[config.mk]
export PLATFORM = sky130hd
export DESIGN_NAME = bcoc_top
export DESIGN_NICKNAME = d
export VERILOG_FILES = /design/src/bcoc_pkg.sv /design/src/bcoc_chan.sv /design/src/bcoc_top.sv
export SDC_FILE = /design/constraint.sdc
export NUM_CORES = 1
export LEC_CHECK = 0
export ABC_AREA = 1
export CORE_ASPECT_RATIO = 1.4
export CORE_MARGIN = 4
export CORE_UTILIZATION = 26
export DETAILED_ROUTE_END_ITERATION = 16
export DONT_BUFFER_PORTS = 1
export SLEW_MARGIN = 0
export SYNTH_ARGS = -nofsm -noshare
export SYNTH_HDL_FRONTEND = slang
export SYNTH_SLANG_ARGS = --single-unit
[constraint.sdc]
create_clock -name REF_CLK_I -period 11.9 [get_ports REF_CLK_I]
set_clock_uncertainty 0.1 [all_clocks]
set_input_delay 1.19 -clock REF_CLK_I [delete_from_list [all_inputs] [get_ports REF_CLK_I]]
set_output_delay 1.19 -clock REF_CLK_I [all_outputs]
set_load 0.005 [all_outputs]
[src/bcoc_pkg.sv]
// Constants and codes shared by the clock output bank control
package bcoc_pkg;
   // Geometry
   localparam int NUM_BANKS = 5;
   localparam int NUM_OUTS  = 2 * NUM_BANKS;
   localparam int SKEW_W    = 4;
   localparam int STD_W     = 4;
   localparam int SLEW_W    = 2;
   localparam int IMP_W     = 3;
   localparam int MODE_W    = 2;

   // Stored enable modes
   localparam logic [MODE_W-1:0] MODE_ALWAYS_OFF = 2'h0;
   localparam logic [MODE_W-1:0] MODE_ALWAYS_ON  = 2'h1;
   localparam logic [MODE_W-1:0] MODE_ON_X       = 2'h2;
   localparam logic [MODE_W-1:0] MODE_ON_Y       = 2'h3;

   // Logic standards; codes from STD_DIFF_FIRST up are differential
   localparam logic [STD_W-1:0] STD_LVTTL       = 4'h0;
   localparam logic [STD_W-1:0] STD_LVCMOS18    = 4'h1;
   localparam logic [STD_W-1:0] STD_LVCMOS25    = 4'h2;
   localparam logic [STD_W-1:0] STD_LVCMOS33    = 4'h3;
   localparam logic [STD_W-1:0] STD_SSTL        = 4'h4;
   localparam logic [STD_W-1:0] STD_HSTL        = 4'h5;
   localparam logic [STD_W-1:0] STD_LVDS        = 4'h6;
   localparam logic [STD_W-1:0] STD_LVPECL      = 4'h7;
   localparam logic [STD_W-1:0] STD_DIFF_FIRST  = 4'h6;

   // Slew used by the low-swing drivers
   localparam logic [SLEW_W-1:0] SLEW_FIXED = 2'h0;
   // Impedance codes: n gives 40 + 5n ohm for n in 0..6, 7 gives ~20 ohm
   localparam logic [IMP_W-1:0]  IMP_40_OHM = 3'h0;
   localparam logic [IMP_W-1:0]  IMP_LOW    = 3'h7;

   // Unit delay in clock cycles: fine is one reference clock cycle,
   // coarse twice that
   localparam int FINE_UNIT_CYC   = 1;
   localparam int COARSE_UNIT_CYC = 2 * FINE_UNIT_CYC;
   localparam int MAX_SKEW        = 15;
   localparam int LINE_LEN        = MAX_SKEW * COARSE_UNIT_CYC + 1;
   localparam int TAP_W           = 5;

   // Reset values
   localparam logic [LINE_LEN-1:0] LINE_RST = '0;
endpackage : bcoc_pkg

[src/bcoc_chan.sv]
// One clock output: skew line, runt-free gate, polarity and enable
`timescale 1ns/1ps
module bcoc_chan
   import bcoc_pkg::*;
(
   // Clock, reset, enable
   input  wire logic              clk_i,
   input  wire logic              rst_i,
   input  wire logic              ce_i,
   // Source clock level
   input  wire logic              src_i,
   // Static configuration
   input  wire logic [SKEW_W-1:0] skew_i,
   input  wire logic              coarse_i,
   input  wire logic              bypass_i,
   input  wire logic              inv_i,
   // Gate request (1 = run) and driver enable
   input  wire logic              run_i,
   input  wire logic              drive_i,
   // Pin side
   output logic                   q_o,
   output logic                   oe_o
);
   typedef struct packed {
      logic [LINE_LEN-1:0] line;
      logic                open;
      logic                q;
      logic                oe;
   } bcoc_chan_st_t;

   bcoc_chan_st_t st;
   bcoc_chan_st_t next_st;
   logic [TAP_W-1:0] tap_idx;
   logic             tap;

   always_comb begin
      if (bypass_i) begin
         tap_idx = '0;
      end else if (coarse_i) begin
         tap_idx = TAP_W'({1'b0, skew_i} * COARSE_UNIT_CYC);
      end else begin
         tap_idx = TAP_W'({1'b0, skew_i} * FINE_UNIT_CYC);
      end
      tap = st.line[tap_idx];
   end

   // Next state
   always_comb begin
      next_st = st;
      if (ce_i) begin
         next_st.line = {st.line[LINE_LEN-2:0], src_i};
         // gate moves only while the clock is low
         if (!tap) begin
            next_st.open = run_i;
         end
         // closed gate parks at polarity level
         next_st.q  = inv_i ^ (st.open & tap);
         next_st.oe = drive_i;
      end
   end

   // State register
   always_ff @(posedge clk_i or posedge rst_i) begin
      if (rst_i) begin
         st <= '{line: LINE_RST, open: 1'b0, q: 1'b0, oe: 1'b0};
      end else begin
         st <= next_st;
      end
   end

   assign q_o  = st.q;
   assign oe_o = st.oe;

   // Checks
   property p_park;
      @(posedge clk_i) disable iff (rst_i)
      (ce_i && !st.open) |=> (q_o == $past(inv_i));
   endproperty
   a_park: assert property (p_park)
      else $error("closed gate did not park at polarity level");

   property p_norunt;
      @(posedge clk_i) disable iff (rst_i)
      (st.open != $past(st.open)) |-> ($past(tap) == 1'b0);
   endproperty
   a_norunt: assert property (p_norunt)
      else $error("gate changed while clock high");

   property p_bypass;
      @(posedge clk_i) disable iff (rst_i)
      bypass_i |-> (tap_idx == 5'h00);
   endproperty
   a_bypass: assert property (p_bypass)
      else $error("skew applied in bypass");

   property p_coarse;
      @(posedge clk_i) disable iff (rst_i)
      (!bypass_i && coarse_i) |-> (tap_idx == {skew_i, 1'b0});
   endproperty
   a_coarse: assert property (p_coarse)
      else $error("coarse tap is not twice the setting");

   property p_fine;
      @(posedge clk_i) disable iff (rst_i)
      (!bypass_i && !coarse_i) |-> (tap_idx == {1'b0, skew_i});
   endproperty
   a_fine: assert property (p_fine)
      else $error("fine tap differs from setting");
endmodule : bcoc_chan

[src/bcoc_top.sv]
// Clock output bank control: enables, gating, polarity, drive config
`timescale 1ns/1ps
module bcoc_top
   import bcoc_pkg::*;
(
   // Clock, reset, enable
   input  wire logic                        REF_CLK_I,
   input  wire logic                        SYS_RST_I,
   input  wire logic                        CE_I,
   // Internal clock source level
   input  wire logic                        SRC_CLK_I,
   // Control pins (asynchronous)
   input  wire logic                        ALL_OUTPUTS_ENABLE_N_I,
   input  wire logic                        SECONDARY_ENABLE_X_N_I,
   input  wire logic                        SECONDARY_ENABLE_Y_N_I,
   input  wire logic                        SYNC_OUTPUT_GATE_I,
   // Static configuration
   input  wire logic [NUM_OUTS*MODE_W-1:0]  OUT_MODE_I,
   input  wire logic [NUM_OUTS-1:0]         OUT_INVERT_I,
   input  wire logic [NUM_BANKS-1:0]        BANK_GATED_I,
   input  wire logic [NUM_BANKS*STD_W-1:0]  BANK_STD_I,
   input  wire logic [NUM_OUTS*SLEW_W-1:0]  OUT_SLEW_I,
   input  wire logic [NUM_OUTS*IMP_W-1:0]   OUT_IMP_I,
   input  wire logic [NUM_OUTS*SKEW_W-1:0]  OUT_SKEW_I,
   input  wire logic                        SKEW_COARSE_I,
   input  wire logic                        PLL_BYPASS_I,
   // Clock outputs
   output logic [NUM_OUTS-1:0]              CLK_OUT_O,
   output logic [NUM_OUTS-1:0]              CLK_OUT_OE_O,
   // Effective drive configuration
   output logic [NUM_BANKS*STD_W-1:0]       BANK_STD_O,
   output logic [NUM_OUTS*SLEW_W-1:0]       OUT_SLEW_O,
   output logic [NUM_OUTS*IMP_W-1:0]        OUT_IMP_O,
   output logic [NUM_OUTS-1:0]              OUT_TERM_EN_O
);
   typedef struct packed {
      logic [3:0]                   sync1;
      logic [3:0]                   sync2;
      logic [NUM_BANKS*STD_W-1:0]   std;
      logic [NUM_OUTS*SLEW_W-1:0]   slew;
      logic [NUM_OUTS*IMP_W-1:0]    imp;
      logic [NUM_OUTS-1:0]          term;
   } bcoc_top_st_t;

   bcoc_top_st_t st;
   bcoc_top_st_t next_st;

   logic                  goe_n;
   logic                  oex_n;
   logic                  oey_n;
   logic                  gate;
   logic [NUM_OUTS-1:0]   drive;
   logic [NUM_OUTS-1:0]   run;
   logic [NUM_OUTS-1:0]   inv;
   logic [NUM_OUTS-1:0]   off_vec;
   logic [NUM_OUTS-1:0]   x_vec;
   logic [NUM_BANKS-1:0]  diff;
   logic [NUM_BANKS-1:0]  low_swing;
   logic [NUM_OUTS*SKEW_W-1:0] skew;

   // Synchronised pins, second stage only
   assign goe_n = st.sync2[0];
   assign oex_n = st.sync2[1];
   assign oey_n = st.sync2[2];
   assign gate  = st.sync2[3];

   // Per-output enable, gate, polarity and skew selection
   always_comb begin
      for (int b = 0; b < NUM_BANKS; b++) begin
         diff[b]      = BANK_STD_I[b*STD_W +: STD_W] >= STD_DIFF_FIRST;
         low_swing[b] = (BANK_STD_I[b*STD_W +: STD_W] == STD_LVDS) ||
                        (BANK_STD_I[b*STD_W +: STD_W] == STD_LVPECL);
      end
      for (int o = 0; o < NUM_OUTS; o++) begin
         off_vec[o] = OUT_MODE_I[o*MODE_W +: MODE_W] == MODE_ALWAYS_OFF;
         x_vec[o]   = OUT_MODE_I[o*MODE_W +: MODE_W] == MODE_ON_X;
         case (OUT_MODE_I[o*MODE_W +: MODE_W])
            MODE_ALWAYS_ON: drive[o] = 1'b1;
            MODE_ON_X:      drive[o] = !oex_n;
            MODE_ON_Y:      drive[o] = !oey_n;
            default:        drive[o] = 1'b0;
         endcase
         drive[o] = drive[o] & !goe_n;
         run[o] = gate | !BANK_GATED_I[o/2];
         if (diff[o/2] && o[0]) begin
            // pair polarity from output A, minus line complemented
            inv[o] = !OUT_INVERT_I[o-1];
            skew[o*SKEW_W +: SKEW_W] = OUT_SKEW_I[(o-1)*SKEW_W +: SKEW_W];
         end else begin
            inv[o] = OUT_INVERT_I[o];
            skew[o*SKEW_W +: SKEW_W] = OUT_SKEW_I[o*SKEW_W +: SKEW_W];
         end
      end
   end

   // Next state: synchronisers and effective drive configuration
   always_comb begin
      next_st = st;
      if (CE_I) begin
         next_st.sync1 = {SYNC_OUTPUT_GATE_I, SECONDARY_ENABLE_Y_N_I,
                          SECONDARY_ENABLE_X_N_I, ALL_OUTPUTS_ENABLE_N_I};
         next_st.sync2 = st.sync1;
         next_st.std   = BANK_STD_I;
         for (int o = 0; o < NUM_OUTS; o++) begin
            if (low_swing[o/2]) begin
               next_st.slew[o*SLEW_W +: SLEW_W] = SLEW_FIXED;
               next_st.imp[o*IMP_W +: IMP_W] = IMP_40_OHM;
               next_st.term[o] = 1'b0;
            end else begin
               next_st.slew[o*SLEW_W +: SLEW_W] =
                  OUT_SLEW_I[o*SLEW_W +: SLEW_W];
               next_st.imp[o*IMP_W +: IMP_W] = OUT_IMP_I[o*IMP_W +: IMP_W];
               next_st.term[o] = 1'b1;
            end
         end
      end
   end

   // State register; pins reset to their inactive levels
   always_ff @(posedge REF_CLK_I or posedge SYS_RST_I) begin
      if (SYS_RST_I) begin
         st <= '{sync1: 4'hf, sync2: 4'hf, std: '0, slew: '0,
                 imp: '0, term: '0};
      end else begin
         st <= next_st;
      end
   end

   // static selections feed each output channel
   for (genvar g = 0; g < NUM_OUTS; g++) begin : g_out
      bcoc_chan u_chan (
         .clk_i    (REF_CLK_I),
         .rst_i    (SYS_RST_I),
         .ce_i     (CE_I),
         .src_i    (SRC_CLK_I),
         .skew_i   (skew[g*SKEW_W +: SKEW_W]),
         .coarse_i (SKEW_COARSE_I),
         .bypass_i (PLL_BYPASS_I),
         .inv_i    (inv[g]),
         .run_i    (run[g]),
         .drive_i  (drive[g]),
         .q_o      (CLK_OUT_O[g]),
         .oe_o     (CLK_OUT_OE_O[g])
      );
   end

   assign BANK_STD_O    = st.std;
   assign OUT_SLEW_O    = st.slew;
   assign OUT_IMP_O     = st.imp;
   assign OUT_TERM_EN_O = st.term;

   // Checks
   property p_goe;
      @(posedge REF_CLK_I) disable iff (SYS_RST_I)
      (CE_I && goe_n) |=> (CLK_OUT_OE_O == '0);
   endproperty
   a_goe: assert property (p_goe)
      else $error("driver enabled while global enable high");

   property p_off;
      @(posedge REF_CLK_I) disable iff (SYS_RST_I)
      CE_I |=> ((CLK_OUT_OE_O & $past(off_vec)) == '0);
   endproperty
   a_off: assert property (p_off)
      else $error("always-off output enabled");

   property p_oex;
      @(posedge REF_CLK_I) disable iff (SYS_RST_I)
      (CE_I && !goe_n && !oex_n) |=>
         ((CLK_OUT_OE_O & $past(x_vec)) == $past(x_vec));
   endproperty
   a_oex: assert property (p_oex)
      else $error("X-following output not driven");

   property p_slew;
      @(posedge REF_CLK_I) disable iff (SYS_RST_I)
      (CE_I && low_swing[0]) |=> (OUT_SLEW_O[2*SLEW_W-1:0] ==
                                   {SLEW_FIXED, SLEW_FIXED});
   endproperty
   a_slew: assert property (p_slew)
      else $error("slew not fixed in low-swing mode");

   property p_term;
      @(posedge REF_CLK_I) disable iff (SYS_RST_I)
      (CE_I && low_swing[0]) |=> (OUT_TERM_EN_O[1:0] == 2'h0);
   endproperty
   a_term: assert property (p_term)
      else $error("termination engaged in low-swing mode");
endmodule : bcoc_top

### Word level (Yosys, flattened, before mapping)

Index checks and enable logic that the tools add are counted.

* memory bits (writable): 0
* output and inout bits: 100
* memories kept: 0
* memory bits (read-only): 0
* logic and storage cells: 259
* latch bits: 0
* flip-flop bits (word level): 427

* add/sub/neg operators: 0
* muxes and demuxes: 85
* reductions and logical operators: 28
* shifts and indexed selects: 0
* div/mod/pow operators: 0
* multiply operators: 0
* bitwise gates (word level): 45
* equal/unequal tests: 40
* magnitude comparators: 15

Operators by type and width (number)
* 5-bit 2-to-1 mux: 20
* 5-bit by 6-bit less-than comparator with 1-bit output, second input constant: 10
* 1-bit binary-select mux with 5-bit select: 10
* 2-bit == test, second input constant: 20
* 4-bit by 3-bit == test with 1-bit output, second input constant: 10
* 3-bit 2-to-1 mux: 10
* 1-bit case mux with 3 select lines: 10
* 1-bit AND: 20
* 2-bit by 1-bit == test with 1-bit output, second input constant: 10
* 4-bit by 3-bit >= comparator with 1-bit output, second input constant: 5
* 1-bit 2-to-1 mux: 20
* 2-bit 2-to-1 mux: 10
* 4-bit 2-to-1 mux: 5
* 2-bit AND reduction: 10
* 1-bit zero test: 13
* 1-bit inverter: 10
* 1-bit XOR: 10
* 1-bit logical OR: 5
* 1-bit bitwise OR: 5

### Logic depth before layout (Yosys ltp)

* depth after elaboration: 8
* gate-level depth with buffers: 16

### Hierarchy

From an unflattened synthesis, not the netlist that was laid out.

* cells, all modules: 2959
* area total of the unflattened synthesis: 22087.4 um2

By module, submodules not included
* bcoc_chan: cells each 238, times used 10, area an instance 1762.9 um2
* bcoc_top: cells each 579, times used 1, area an instance 4458.0 um2

### Worst setup path before layout

OpenSTA, ideal clock, no wires.

* path type: input to register
* start: in BANK_STD_I[14]
* end: reg g_out[7].u_chan.st (netlist bit g_out[7].u_chan.q_o)
* arrival time: 2.531 ns
* required time: 11.683 ns
* slack: 9.152 ns
* stages on the path: 14
* setup time: 0.117 ns
* cells stage by stage: nand2_1 nand2_2 nand2_1 nand3_1 nand2_2 inv_1 nand2_1 nand3_1 nand3_1 nand3_1 nand2_1 nand3_1 nand3_1 nand2_1

* word-level cells in the longest chain between the ends: 8
* elaborated cells between the ends (all ways): 9
* those cells by class: 1 x order compare; 6 x mux; 2 x bitwise

RTL lines
* from (decl): RTL line bcoc_top.sv:21 `input wire logic [NUM_BANKS*STD_W-1:0] BANK_STD_I,`
* 4-bit by 3-bit >= comparator with 1-bit output (*): RTL line bcoc_top.sv:70 `diff[b] = BANK_STD_I[b*STD_W +: STD_W] >= STD_DIFF_FIRST;`
* 4-bit 2-to-1 mux: RTL line bcoc_top.sv:85 `if (diff[o/2] && o[0]) begin`
* 5-bit 2-to-1 mux: RTL line bcoc_chan.sv:39 `end else if (coarse_i) begin`
* 5-bit 2-to-1 mux: RTL line bcoc_chan.sv:37 `if (bypass_i) begin`
* 1-bit binary-select mux with 5-bit select: RTL line bcoc_chan.sv:44 `tap = st.line[tap_idx];`
* 1-bit 2-to-1 mux (implied by the code): RTL line bcoc_chan.sv:44
* 1-bit AND: RTL line bcoc_chan.sv:57 `next_st.q = inv_i ^ (st.open & tap);`
* 1-bit XOR (*): RTL line bcoc_chan.sv:57
* to (signal assigned): RTL line bcoc_chan.sv:65 `st <= '{line: LINE_RST, open: 1'b0, q: 1'b0, oe: 1'b0};`
* to (signal assigned): RTL line bcoc_chan.sv:67 `st <= next_st;`
* to (decl): RTL line bcoc_chan.sv:31 `bcoc_chan_st_t st;`

Every way passes the cells marked *; elsewhere a longest branch is shown, timed or not. The select of a mux whose other input is x is not followed.
A chain may end at the register's enable or synchronous reset.

### Worst setup path in the final report

* start: in SKEW_COARSE_I
* end: reg g_out[8].u_chan.st (netlist bit g_out[8].u_chan.q_o)

* word-level cells in the longest chain between the ends: 6

RTL lines
* from (decl): RTL line bcoc_top.sv:25 `input wire logic SKEW_COARSE_I,`
* 5-bit 2-to-1 mux: RTL line bcoc_chan.sv:39
* 5-bit 2-to-1 mux: RTL line bcoc_chan.sv:37
* 1-bit binary-select mux with 5-bit select: RTL line bcoc_chan.sv:44
* 1-bit 2-to-1 mux (implied by the code): RTL line bcoc_chan.sv:44
* 1-bit AND: RTL line bcoc_chan.sv:57
* 1-bit XOR: RTL line bcoc_chan.sv:57
* to (signal assigned): RTL line bcoc_chan.sv:65
* to (signal assigned): RTL line bcoc_chan.sv:67
* to (decl): RTL line bcoc_chan.sv:31

Every way passes these cells. The select of a mux whose other input is x is not followed.

==> flow_summary_export.csv <==
group,metric,value,unit
floorplan,die_area,0.0457,sq mm
timing,slew-limit-headroom,40.6,%
synthesis,postSynth.topFlopCell,"sky130_fd_sc_hd__dfrtp_1",
timing,worstMarginPinSlew,892,ps
timing,totalNegativeSetupSlack,0,ps
finish,finish.cell_count_without_fillers,2068,
timing,timing.final.crit_period,3800,ps
synthesis,ys_types,32,
timing,hold_viol,0,
detailed_routing,remaining_drc_errors,0,
clock_tree,cts_root_buf,"sky130_fd_sc_hd__clkbuf_16",
run,cap_violations,0,
synthesis,synthTopCellsByCount,"530 x sky130_fd_sc_hd__nand2_1, 247 x sky130_fd_sc_hd__nand3_1, 159 x sky130_fd_sc_hd__inv_1, 136 x sky130_fd_sc_hd__dfrtp_1, 132 x sky130_fd_sc_hd__o21ai_0",
synthesis,async_flop_share,100,%
synthesis,synth_most_common_cell,"sky130_fd_sc_hd__nand2_1",
clock_tree,ctsLongestPathBuffers,2,
grt,grt_start_max_net_pins,108,
timing,grt_setup_unrepaired,"false",
synthesis,syn-mean-instance-area,6.57,sq um
finish,area_delta_synth_final,2.19,%
clock_tree,cts_tree,"built",
synthesis,synth.ff_latch_count,144,
floorplan,width_of_the_die,182,um
timing,layout_worst_path_cycle_share,32.0,%
setup_path,cp.arrival,4050,ps
finish,layout.core_utilization,27.1,%
floorplan,fp-row-count,88,
place,gp_routability_congestion,0.945,
floorplan,starting_density,26.5,%
floorplan,core,0.0415,sq mm
floorplan,chipHeight,251,um
grt,via_count_of_the_first_global_routing_pass,10108,
min_path,hold_class,"reg2reg",
finish,final-seq-area,0.00361,sq mm
timing,fmax,263,MHz
finish,drive_gt1_share,6.94,%
grt,grt_pass1_wl,60500,um
power,switching_share,36.7,%
status,run_status,"completed",
synthesis,synthesis.yosys.warnings,0,
setup_path,crit_fanout,59,
floorplan,io_pins,255,
clock_tree,cts_htree_levels,4,
synthesis,synth_top_area_share,30.9,%
detailed_routing,drt.antenna.violating_nets,0,
clock_tree,cts.sink_count,144,
detailed_routing,detailedRoute.firstPassIterationCount,5,
synthesis,post_synth_instance_area,0.0110,sq mm
synthesis,syn_nets,1830,
finish,fill_cells,4556,
timing,slew_viol_final,0,
detailed_routing,vias,10696,
grt,grt_overflow,0,
synthesis,synth_enable_flop_cells,0,
place,dp_hpwl,29000,um
power,clock_power_share,37.3,%
place,place_area,0.0106,sq mm
clock_tree,clkSlewWorstSetupHoldPaths,80,ps
detailed_routing,finalWirelength,40500,um
detailed_routing,route.detailed.vias_per_inst,5.17,
power,power_leakage,5.48,nW
power,combPwrFrac,23.3,%
setup_path,crit_required,12140,ps
synthesis,cell_count_after_synthesis,1675,
finish,num_antenna_cells,0,
place,buffers_on_ports,0,
detailed_routing,drt_first_iter_violations,932,
finish,multiInputGateArea,0.00555,sq mm
clock_tree,cts.repair_timing.setup_buffer_count,0,
power,power.internal,0.00106,W
power,p_seq_share,39.5,%
timing,finalSetupViolCount,0,
synthesis,fraction_of_the_yosys_area_taken_by_sequential_cells,32.8,%
finish,final_net_count,1670,
synthesis,synth_top_cell_by_area,"sky130_fd_sc_hd__dfrtp_1",
power,pwr_density_cell,149,mW/mm^2
clock_tree,cts-buffers-inserted,17,
power,vdd.ir_drop.worst,77.7,uV
clock_tree,post_cts_sizing,0,
grt,groute.usage.overall,16.9,%
clock_tree,clock_insertion_delay_worst_skew,460,ps
synthesis,synthTopCellsByArea,"sky130_fd_sc_hd__dfrtp_1 31%, sky130_fd_sc_hd__nand2_1 18%, sky130_fd_sc_hd__nand3_1 11%",
setup_path,crit_end_element,"flip-flop",
finish,final_design_area_no_fill,0.0112,sq mm
detailed_routing,route.detailed.wl_per_inst,19.6,um
place,numPlacedInstances,2036,
clock_tree,cts_hold_repair.buffers,0,
setup_path,crit_path_start_kind,"input port",
setup_path,path_class,"in2reg",
power,net-switching-power,0.000614,W
grt,antenna_found_initial,1,
power by group through the flow:
stage | sequential (W) | combinational (W) | clock [W]
after floorplan | 0.000597 | 0.000365 | 0
after global placement | 0.000665 | 0.000378 | 0
after detailed placement | 0.000666 | 0.000385 | 0
after CTS | 0.000657 | 0.000386 | 0.000635
after global routing | 0.000665 | 0.000437 | 0.000653
final | 0.000659 | 0.000389 | 0.000623
path summary, 6_finish.rpt:
check	from	end	slack (ps)	cells past startpoint
max	SKEW_COARSE_I	g_out[8].u_chan.q_o	8100	13
min	goe_n	goe_n	360	2
max reg2reg	g_out[7].u_chan.st[22]	g_out[4].u_chan.q_o	9680	11
min reg2reg	goe_n	goe_n	360	2
max in group asynchronous	SYS_RST_I	g_out[1].u_chan.oe_o	9640	2
min in group asynchronous	SYS_RST_I	BANK_STD_O[4]	610	1
state kept, by name, indices dropped and copies added, names as in the netlist, 4 cells and up:
| register | count |
|---|---|
| g_out.u_chan.st | 41 |
| g_out.u_chan.oe_o | 10 |
| st | 4 |
| OUT_TERM_EN_O | 5 |
| OUT_IMP_O | 30 |
| OUT_SLEW_O | 20 |
| BANK_STD_O | 20 |
| g_out.u_chan.q_o | 10 |
layout make-up:
cell class / instances / share of cell area [%]
Clock inverter: 14 / 2.02
Multi-Input combinational cell: 1165 / 49.4
Tap cell: 540 / 6.01
Timing Repair Buffer: 8 / 0.534
Inverter: 179 / 6.04
Clock buffer: 18 / 3.90
Sequential cell: 144 / 32.1
routing by layer:
layer / vias to the layer above / track usage (%) / wire length (um)
met5: - / 0 / 0
met4: 0 / 9.18 / 2100
met3: 104 / 2.91 / 2930
met2: 488 / 29.7 / 20600
met1: 5027 / 19.4 / 14800
li1: 5077 / - / -
per-stage QoR:
stage / hold WS, ps / power, W / setup WS, ps
CTS: 363 / 0.00168 / 8200
global route: 375 / 0.00176 / 7810
global placement: 352 / 0.00104 / 7710
finish: 362 / 0.00167 / 8100
detailed placement: 352 / 0.00105 / 7720
floorplan: 343 / 0.000961 / 6760
cell families (layout without fill, tap and decap cells):
kind of cell | count (synthesis) | count (layout) | share of synthesized area [%]
AND/OR/NAND/NOR | 941 | 941 | 38.1
buffers and inverters | 366 | 219 | 16.7
flip-flops | 144 | 144 | 32.8
AO/OA/AOI/OAI | 224 | 224 | 12.3
worst max-delay path, cell delays in order:
cell and delay (ps):
sky130_fd_sc_hd__nor2_8 490, sky130_fd_sc_hd__buf_4 670, sky130_fd_sc_hd__nand2_1 430, sky130_fd_sc_hd__inv_2 360
sky130_fd_sc_hd__nor2_1 60, sky130_fd_sc_hd__o21ai_0 170, sky130_fd_sc_hd__nand3_1 90, sky130_fd_sc_hd__nand3_1 90
sky130_fd_sc_hd__nand3b_1 110, sky130_fd_sc_hd__nand2_1 120, sky130_fd_sc_hd__nand3_1 70, sky130_fd_sc_hd__nand3_1 80
sky130_fd_sc_hd__nand2_1 50
cells in the final DEF (no fill, tap or decap), drive strengths merged:
cell and instances:
nand4 76, a21oi 12, or2 10, a311oi 8, bufinv 5, a22oi 3
nand2 544, nor2 56, a21o 8, nand3 252, buf 8, o21ai 148
o211ai 26, o22ai 15, o31ai 3, clkinv 10, clkinvlp 1, clkbuf 18
nand3b 3, dfstp 8, dfrtp 136, inv 177, a22o 1
(Power assumes the default switching activity.)
